**src/rtl/sync_serial_pkg.sv**
```systemverilog
// Shared constants for the synchronous serial clock, receive counter and interrupt block
package sync_serial_pkg;
   // Register byte offsets
   localparam logic [7:0] CONTROL_ZERO_OFS = 8'h04;
   localparam logic [7:0] CONTROL_ONE_OFS = 8'h08;
   localparam logic [7:0] SERIAL_STATUS_OFS = 8'h0c;
   localparam logic [7:0] BIT_CLOCK_DIVIDER_OFS = 8'h18;
   localparam logic [7:0] RECEIVE_COUNT_OFS = 8'h1c;
   localparam logic [7:0] IRQ_STATUS_OFS = 8'h20;
   localparam logic [7:0] IRQ_MASK_OFS = 8'h24;
   // Control register zero fields
   localparam int TX_IRQ_EN_BIT = 0;
   localparam int RX_IRQ_EN_BIT = 1;
   localparam int TX_ERR_EN_BIT = 2;
   localparam int RX_ERR_EN_BIT = 3;
   localparam int DMA_EN_BIT = 4;
   localparam int RX_AFTER_TX_BIT = 5;
   localparam int RX_COUNT_EN_BIT = 6;
   localparam int PORT_EN_BIT = 7;
   // Control register one fields
   localparam int HOLD_FRAME_BIT = 23;
   localparam int TX_THR_LSB = 16;
   localparam int RX_THR_LSB = 8;
   localparam int THR_W = 4;
   localparam int THR_SCALE_SHIFT = 3;
   // Status register fields
   localparam int BUSY_BIT = 6;
   localparam int TX_FLAG_BIT = 3;
   localparam int RX_FLAG_BIT = 2;
   localparam int UNDERRUN_BIT = 1;
   localparam int OVERRUN_BIT = 0;
   localparam int TX_LEVEL_LSB = 16;
   localparam int RX_LEVEL_LSB = 8;
   // Interrupt event bits, same layout in status and mask
   localparam int EVT_TX_THR = 0;
   localparam int EVT_RX_THR = 1;
   localparam int EVT_TX_ERR = 2;
   localparam int EVT_RX_ERR = 3;
   localparam int EVT_W = 4;
   // Field widths and reset values
   localparam int DIVIDER_W = 8;
   localparam int RX_COUNT_W = 16;
   localparam logic [7:0] DIVIDER_RESET = 8'h00;
   localparam logic [15:0] RX_COUNT_RESET = 16'h0000;
   localparam logic [7:0] CONTROL_ZERO_RESET = 8'h00;
endpackage

```
**src/rtl/bit_clock_divider.sv**
```systemverilog
// Serial bit clock generator dividing the device clock by 2*(divider+1)
`timescale 1ns/1ps
module bit_clock_divider import sync_serial_pkg::*; #(
   parameter int WIDTH = DIVIDER_W
) (
   input wire logic clk,
   input wire logic rst_n,
   input wire logic run,
   input wire logic freeze,
   input wire logic [WIDTH-1:0] divider,
   output logic sclk
);
   // Divider state: half-period counter and clock level
   typedef struct packed {
      logic [WIDTH-1:0] count;
      logic level;
   } div_state_t;

   div_state_t state_reg;
   div_state_t state_next;

   generate
      if (WIDTH < 1 || WIDTH > 16) begin : g_width_check
         $error("bit_clock_divider width out of range");
      end
   endgenerate

   // Half period is divider+1 device clocks, so full period is 2*(divider+1)
   always_comb begin
      state_next = state_reg;
      if (!run) begin
         // Idle: clock parks low and the count restarts cleanly
         state_next.count = '0;
         state_next.level = 1'b0;
      end else if (freeze) begin
         // Underrun: level and phase held where they are
         state_next = state_reg;
      end else if (state_reg.count >= divider) begin
         state_next.count = '0;
         state_next.level = ~state_reg.level;
      end else begin
         state_next.count = state_reg.count + 1'b1;
      end
   end

   // State register
   always_ff @(posedge clk or negedge rst_n) begin
      if (!rst_n) begin
         state_reg <= '0;
      end else begin
         state_reg <= state_next;
      end
   end

   assign sclk = state_reg.level;
endmodule // bit_clock_divider

```
**src/rtl/sync_serial_ctrl.sv**
```systemverilog
// Serial port clocking, receive-only counting, interrupt merge and DMA requests
`timescale 1ns/1ps
// Behaviour
// - Bit clock is device clock / 2(divider+1)
// - Divider takes 0..255, resets to zero
// - Receive count is 16-bit software value
// - Receive-only starts after transmit FIFO empties
// - Count received characters, stop at programmed count
// - Receive count upper bits read zero
// - Four enabled sources merge into one interrupt
// - Transmit threshold when level at most threshold
// - Receive threshold when level at least threshold
// - DMA from thresholds only when irq disabled
// - Overrun sticky, cleared by writing zero
// - Underrun sticky, freezes clock and select
module sync_serial_ctrl import sync_serial_pkg::*; #(
   parameter int LEVEL_W = 8
) (
   input wire logic clk,
   input wire logic rst_n,
   input wire logic [7:0] addr,
   input wire logic [31:0] wdata,
   input wire logic wr_en,
   input wire logic rd_en,
   output logic [31:0] rdata,
   input wire logic [LEVEL_W-1:0] tx_level,
   input wire logic [LEVEL_W-1:0] rx_level,
   input wire logic rx_char_strobe,
   input wire logic rx_fifo_full,
   output logic serial_bit_clock,
   output logic frame_select_n,
   output logic tx_active,
   output logic rx_only_active,
   output logic dma_tx_req,
   output logic dma_rx_req,
   output logic irq
);
   // Transfer sequencing
   typedef enum logic [1:0] {
      ST_IDLE,
      ST_TX,
      ST_UNDERRUN,
      ST_RX_ONLY
   } xfer_state_t;

   // Whole block state
   typedef struct packed {
      logic [7:0] ctrl0;
      logic hold_frame_on_empty;
      logic [THR_W-1:0] tx_thr;
      logic [THR_W-1:0] rx_thr;
      logic [DIVIDER_W-1:0] bit_clock_divider;
      logic [RX_COUNT_W-1:0] receive_count;
      logic [RX_COUNT_W-1:0] rx_counter;
      logic tx_threshold_flag;
      logic rx_threshold_flag;
      logic tx_underrun_flag;
      logic rx_overrun_flag;
      logic [EVT_W-1:0] irq_status;
      logic [EVT_W-1:0] irq_mask;
      xfer_state_t state;
      logic [31:0] rdata;
      logic irq;
      logic dma_tx;
      logic dma_rx;
      logic select_n;
      logic tx_act; // Registered transmit-state decode
      logic rx_act; // Registered receive-only decode
   } ctrl_state_t;

   ctrl_state_t s_reg;
   ctrl_state_t s_next;

   // Helper terms
   logic [LEVEL_W+THR_W-1:0] tx_thr_chars; // threshold in characters
   logic [LEVEL_W+THR_W-1:0] rx_thr_chars;
   logic [LEVEL_W+THR_W-1:0] tx_level_ext;
   logic [LEVEL_W+THR_W-1:0] rx_level_ext;
   logic [RX_COUNT_W-1:0] count_plus;
   logic [EVT_W-1:0] evt_set; // this cycle's interrupt events
   logic underrun_set;
   logic overrun_set;
   logic clk_run;
   logic clk_freeze;

   generate
      if (LEVEL_W < 1 || LEVEL_W > 8) begin : g_level_check
         $error("sync_serial_ctrl level width out of range");
      end
   endgenerate

   // Thresholds count in steps of eight characters
   assign tx_thr_chars = (LEVEL_W + THR_W)'(s_reg.tx_thr) << THR_SCALE_SHIFT;
   assign rx_thr_chars = (LEVEL_W + THR_W)'(s_reg.rx_thr) << THR_SCALE_SHIFT;
   assign tx_level_ext = (LEVEL_W + THR_W)'(tx_level);
   assign rx_level_ext = (LEVEL_W + THR_W)'(rx_level);
   assign count_plus = s_reg.rx_counter + 1'b1;

   // Clock runs only while a frame is open, held during underrun
   assign clk_run = (s_reg.state != ST_IDLE);
   assign clk_freeze = (s_reg.state == ST_UNDERRUN);

   // Next-state logic for registers, flags, sequencing and read port
   always_comb begin
      s_next = s_reg;
      underrun_set = 1'b0;
      // A character arriving into a full FIFO is dropped and flagged
      overrun_set = rx_char_strobe & rx_fifo_full;

      // Level flags follow the FIFO levels every cycle
      s_next.tx_threshold_flag = (tx_level_ext <= tx_thr_chars);
      s_next.rx_threshold_flag = (rx_level_ext >= rx_thr_chars);

      // Transfer sequencer
      case (s_reg.state)
         ST_IDLE: begin
            if (s_reg.ctrl0[PORT_EN_BIT] && tx_level != '0) begin
               s_next.state = ST_TX;
            end
         end
         ST_TX: begin
            if (tx_level == '0) begin
               if (s_reg.hold_frame_on_empty) begin
                  // Frame stays open, wait for the FIFO to refill
                  s_next.state = ST_UNDERRUN;
                  underrun_set = 1'b1;
               end else if (s_reg.ctrl0[RX_AFTER_TX_BIT]) begin
                  // Transmit drained: switch to receive-only
                  s_next.rx_counter = '0;
                  if (s_reg.ctrl0[RX_COUNT_EN_BIT] && s_reg.receive_count == '0) begin
                     s_next.state = ST_IDLE; // nothing to collect
                  end else begin
                     s_next.state = ST_RX_ONLY;
                  end
               end else begin
                  s_next.state = ST_IDLE;
               end
            end
         end
         ST_UNDERRUN: begin
            // Resume once software or DMA refills the FIFO
            if (tx_level != '0) begin
               s_next.state = ST_TX;
            end
         end
         ST_RX_ONLY: begin
            if (rx_char_strobe && !rx_fifo_full) begin
               s_next.rx_counter = count_plus;
               if (s_reg.ctrl0[RX_COUNT_EN_BIT] && count_plus == s_reg.receive_count) begin
                  s_next.state = ST_IDLE;
               end
            end
            // Without counting, software ends the transfer by disabling the port
            if (!s_reg.ctrl0[PORT_EN_BIT]) begin
               s_next.state = ST_IDLE;
            end
         end
         default: begin
            s_next.state = ST_IDLE;
         end
      endcase

      // Source events gated by their enables
      evt_set[EVT_TX_THR] = s_reg.tx_threshold_flag & s_reg.ctrl0[TX_IRQ_EN_BIT];
      evt_set[EVT_RX_THR] = s_reg.rx_threshold_flag & s_reg.ctrl0[RX_IRQ_EN_BIT];
      evt_set[EVT_TX_ERR] = s_reg.tx_underrun_flag & s_reg.ctrl0[TX_ERR_EN_BIT];
      evt_set[EVT_RX_ERR] = s_reg.rx_overrun_flag & s_reg.ctrl0[RX_ERR_EN_BIT];

      // Register writes
      if (wr_en) begin
         case (addr)
            CONTROL_ZERO_OFS: begin
               s_next.ctrl0 = wdata[7:0];
            end
            CONTROL_ONE_OFS: begin
               s_next.hold_frame_on_empty = wdata[HOLD_FRAME_BIT];
               s_next.tx_thr = wdata[TX_THR_LSB +: THR_W];
               s_next.rx_thr = wdata[RX_THR_LSB +: THR_W];
            end
            SERIAL_STATUS_OFS: begin
               // Writing zero clears, writing one
               s_next.tx_underrun_flag = s_reg.tx_underrun_flag & wdata[UNDERRUN_BIT];
               s_next.rx_overrun_flag = s_reg.rx_overrun_flag & wdata[OVERRUN_BIT];
            end
            BIT_CLOCK_DIVIDER_OFS: begin
               s_next.bit_clock_divider = wdata[DIVIDER_W-1:0];
            end
            RECEIVE_COUNT_OFS: begin
               // Upper half is dropped on write
               s_next.receive_count = wdata[RX_COUNT_W-1:0];
            end
            IRQ_STATUS_OFS: begin
               s_next.irq_status = s_reg.irq_status & ~wdata[EVT_W-1:0];
            end
            IRQ_MASK_OFS: begin
               s_next.irq_mask = wdata[EVT_W-1:0];
            end
            default: begin
               s_next.ctrl0 = s_reg.ctrl0;
            end
         endcase
      end

      // Hardware sets come after clears so a coincident event is kept
      if (underrun_set) begin
         s_next.tx_underrun_flag = 1'b1;
      end
      if (overrun_set) begin
         s_next.rx_overrun_flag = 1'b1;
      end
      s_next.irq_status = s_next.irq_status | evt_set;

      // Single level interrupt from unmasked sticky events
      s_next.irq = |(s_next.irq_status & s_next.irq_mask);

      // DMA only from thresholds whose interrupt is disabled
      s_next.dma_tx = s_next.tx_threshold_flag & ~s_reg.ctrl0[TX_IRQ_EN_BIT]
         & s_reg.ctrl0[DMA_EN_BIT];
      s_next.dma_rx = s_next.rx_threshold_flag & ~s_reg.ctrl0[RX_IRQ_EN_BIT]
         & s_reg.ctrl0[DMA_EN_BIT];

      // Select asserted for the whole frame, held through underrun
      s_next.select_n = (s_next.state == ST_IDLE);
      // State decodes kept in flops so no output is a gate after the register
      s_next.tx_act = (s_next.state == ST_TX);
      s_next.rx_act = (s_next.state == ST_RX_ONLY);

      // Read data valid the cycle after the strobe only
      s_next.rdata = 32'h0000_0000;
      if (rd_en) begin
         case (addr)
            CONTROL_ZERO_OFS: begin
               s_next.rdata[7:0] = s_reg.ctrl0;
            end
            CONTROL_ONE_OFS: begin
               s_next.rdata[HOLD_FRAME_BIT] = s_reg.hold_frame_on_empty;
               s_next.rdata[TX_THR_LSB +: THR_W] = s_reg.tx_thr;
               s_next.rdata[RX_THR_LSB +: THR_W] = s_reg.rx_thr;
            end
            SERIAL_STATUS_OFS: begin
               s_next.rdata[TX_LEVEL_LSB +: LEVEL_W] = tx_level;
               s_next.rdata[RX_LEVEL_LSB +: LEVEL_W] = rx_level;
               s_next.rdata[BUSY_BIT] = (s_reg.state != ST_IDLE);
               s_next.rdata[TX_FLAG_BIT] = s_reg.tx_threshold_flag;
               s_next.rdata[RX_FLAG_BIT] = s_reg.rx_threshold_flag;
               s_next.rdata[UNDERRUN_BIT] = s_reg.tx_underrun_flag;
               s_next.rdata[OVERRUN_BIT] = s_reg.rx_overrun_flag;
            end
            BIT_CLOCK_DIVIDER_OFS: begin
               s_next.rdata[DIVIDER_W-1:0] = s_reg.bit_clock_divider;
            end
            RECEIVE_COUNT_OFS: begin
               s_next.rdata[RX_COUNT_W-1:0] = s_reg.receive_count;
            end
            IRQ_STATUS_OFS: begin
               s_next.rdata[EVT_W-1:0] = s_reg.irq_status;
            end
            IRQ_MASK_OFS: begin
               s_next.rdata[EVT_W-1:0] = s_reg.irq_mask;
            end
            default: begin
               // Unmapped addresses read as zero
               s_next.rdata = 32'h0000_0000;
            end
         endcase
      end
   end

   // State register, constants only under reset
   always_ff @(posedge clk or negedge rst_n) begin
      if (!rst_n) begin
         s_reg <= '0;
         s_reg.ctrl0 <= CONTROL_ZERO_RESET;
         s_reg.bit_clock_divider <= DIVIDER_RESET;
         s_reg.receive_count <= RX_COUNT_RESET;
         s_reg.state <= ST_IDLE;
         s_reg.select_n <= 1'b1;
      end else begin
         s_reg <= s_next;
      end
   end

   // Bit clock generator
   bit_clock_divider #(
      .WIDTH(DIVIDER_W)
   ) u_divider (
      .clk(clk),
      .rst_n(rst_n),
      .run(clk_run),
      .freeze(clk_freeze),
      .divider(s_reg.bit_clock_divider),
      .sclk(serial_bit_clock)
   );

   // Registered outputs
   assign rdata = s_reg.rdata;
   assign irq = s_reg.irq;
   assign dma_tx_req = s_reg.dma_tx;
   assign dma_rx_req = s_reg.dma_rx;
   assign frame_select_n = s_reg.select_n;
   assign tx_active = s_reg.tx_act;
   assign rx_only_active = s_reg.rx_act;
endmodule // sync_serial_ctrl

```
**config.mk**
```make
export PLATFORM = sky130hd
export DESIGN_NAME = sync_serial_ctrl
export DESIGN_NICKNAME = d
export VERILOG_FILES = /design/src/rtl/sync_serial_pkg.sv /design/src/rtl/bit_clock_divider.sv /design/src/rtl/sync_serial_ctrl.sv
export SDC_FILE = /design/constraint.sdc
export NUM_CORES = 1
export LEC_CHECK = 0
export BUFFER_PORTS_ARGS = -buffer_cell sky130_fd_sc_hd__buf_2
export CAP_MARGIN = 0
export CORE_ASPECT_RATIO = 0.8
export CORE_MARGIN = 2
export CORE_UTILIZATION = 46
export DETAILED_ROUTE_END_ITERATION = 16
export PLACE_DENSITY_LB_ADDON = 0.25
export SKIP_CTS_REPAIR_TIMING = 1
export SLEW_MARGIN = 20
export SYNTH_ARGS = -nofsm -noshare
export SYNTH_HDL_FRONTEND = slang
export SYNTH_SLANG_ARGS = --single-unit
```
**constraint.sdc**
```tcl
create_clock -name clk -period 3.15 [get_ports clk]
set_input_delay 0.4725 -clock clk [delete_from_list [all_inputs] [get_ports clk]]
set_output_delay 0.4725 -clock clk [all_outputs]
set_load 0.03 [all_outputs]
```
==> impl_metrics.json <==
{
  "max_slew.worst_pin.slew_ns": 0.722,
  "synth-edff-count": 0,
  "finalNetCount": 699,
  "rrSetupSlack_ns": 0.15,
  "slew_headroom_pct": 51.4,
  "worstReg2RegStart": "s_reg[52]",
  "max_freq_ghz": 0.333,
  "rsz0062_at_grt": "false",
  "layout_min_cycle_time_ns": 3.00,
  "cp-end-kind": "flip-flop",
  "criticalPathCategory": "flip-flop to flip-flop",
  "hold_viol": 0,
  "first_pass_iters": 5,
  "grt_pass1_vias": 4225,
  "die_h_um": 106,
  "syn_avg_cell_area_um2": 10.5,
  "layout-drive-gt1-share_pct": 26.8,
  "grt_max_degree": 67,
  "wl_mm": 13.8,
  "synth-seq-area-share_pct": 46.2,
  "coreArea_mm2": 0.0128,
  "dieWidth_um": 131,
  "arrival_ns": 3.20,
  "wl_per_cell_um": 17.3,
  "place_inst": 783,
  "hp-class": "primary input to async pin",
  "p_per_area_mw_per_mm2": 466,
  "slowest_stage": "or4_1",
  "antenna_found_initial": 0,
  "clock-sinks": 110,
  "fin_cells": 799,
  "crit_family": "simple AND/OR/NAND/NOR gates",
  "syn_area_mm2": 0.00597,
  "ir_worst_vdd_mv": 0.265,
  "finalSetupViolations": 0,
  "finClkSkew_ns": 0.0106,
  "cts_htree_levels": 3,
  "yosysTopAreaCellShare_pct": 45.7,
  "stdcell_area_mm2": 0.00662,
  "fin_util_pct": 51.8,
  "final.setup.worst_slack_ns": 0.145,
  "period_share_pct": 95.4,
  "path_max_fanout": 7,
  "grt_pass1_wl_mm": 22.8,
  "cts_root_buffer": "clkbuf_16",
  "r2r_cells": 8,
  "detail-route-antenna-nets": 0,
  "antenna_cells": 0,
  "synth_warnings": 0,
  "start_util_pct": 46.7,
  "syn-instance-count": 570,
  "via_per_inst": 5.50,
  "drcViolationCount": 0,
  "post-place-ws_ns": 0.162,
  "worstSetupStartpointType": "flip-flop",
  "crit_buf_inv": 0,
  "wl_met2_mm": 5.85,
  "yosys_most_used_dff": "dfrtp_1",
  "ys_async_sr_fraction_pct": 100,
  "place_area_mm2": 0.00632,
  "final_cell_mix": "109 x dfrtp_1, 80 x buf_2, 50 x mux2_2, 41 x nand2_1, 36 x o21ai_0",
  "synth-seq-cells": 110,
  "rr_endpoint": "rx_only_active",
  "numCtsBuffers": 9,
  "dr.max_layer_used": "met4",
  "leakagePower_nw": 3.18,
  "wl_met3_um": 946,
  "wl_met1_mm": 6.82,
  "tritoncts": "done",
  "clk_pin_slew_ns": 0.08,
  "hold_slack_ns": 0.108,
  "power_mw": 3.09,
  "required_ns": 3.35,
  "grt_overflow": 0,
  "dieArea_mm2": 0.0139,
  "globalRouteTotalUtil_pct": 20.7,
  "status": "complete, no violations",
  "tns_ns": 0,
  "crit_top_cell": "or4_1",
  "vias": 4397,
  "synth.area.top_cells": "dfrtp_1 46%, mux2_2 9.4%, buf_4 4.3%",
  "drv_cap": 0,
  "synthToLayoutAreaGrowth_pct": 10.9,
  "synth_area_leader_cell": "dfrtp_1",
  "largest_reg_flops": 67,
  "maxSlewViolCount": 0,
  "worstPathCellList": "ha_1, and3_2, nand3_4, or4_1, and3_1, or4_1, o2111ai_2, o21ai_0",
  "layout.cells.most_common": "dfrtp_1",
  "clk_latency_ns": 0.35,
  "max-clock-path-buffers": 2,
  "critPathMaxStageDelay_ns": 0.56,
  "drt-initial-drc-count": 320,
  "num_io_pins": 101,
  "rows": 37,
  "port_buffers": 81,
  "yosysUniqueCellTypes": 60,
  "dpl.hpwl_mm": 10.3,
  "globalplace.congestion": 0.872
}
==> per-layer routing <==
layer	track usage, %	vias up
met5	0	-
met4	5.67	0
met3	4.81	18
met2	29.7	153
met1	31.4	2140
li1	-	2086
==> final cells by class <==
cell class	count	area, um2
clock buffers	9	225
clock inverters	7	67.6
fillers	1154	6160
inverters	22	82.6
multi-input cells	387	2790
flip-flops and latches	110	2750
well taps	175	219
repair buffers	89	480
==> how the worst max path moves through the flow <==
stage,endpoint,start,cells after the start
after global placement,rx_only_active,s_reg[52],8
after CTS,rx_only_active,s_reg[52],8
after detailed placement,rx_only_active,s_reg[52],8
after floorplan,irq,addr[1],7
after global routing,rx_only_active,s_reg[52],8
final,rx_only_active,s_reg[52],8
==> cells by family after synthesis <==
group / Yosys count / synth area share (%)
AOI/OAI and AO/OA: 105 / 12.0
buffers and inverters: 80 / 7.55
muxes: 58 / 10.8
and+or+nand+nor: 171 / 15.7
adders and majority gates: 18 / 3.78
DFF: 110 / 46.2
other: 1 / 0.0629
xor gates and xnor gates: 27 / 3.96
==> cells in the mapped netlist, drive strengths merged, types with 6 or more instances <==
cell type	n
nor3	6
o31ai	7
or4	6
nand2b	7
a21oi	8
and2	6
o21ai	36
a22o	11
ha	18
nor2	31
clkbuf	17
nor2b	21
buf	41
mux2	50
a22oi	9
inv	22
nor4	6
nand3	14
xor2	8
nand2	42
nand4	6
dfrtp	109
xnor2	19
and3	15
mux2i	8
==> power by group <==
| group | internal (mW) | switching [mW] | leakage, nW |
|---|---|---|---|
| Clock | 0.555 | 0.552 | 0.138 |
| Sequential | 1.49 | 0.0765 | 1.50 |
| Combinational | 0.174 | 0.241 | 1.54 |
Power figures use the tool's default switching activity.
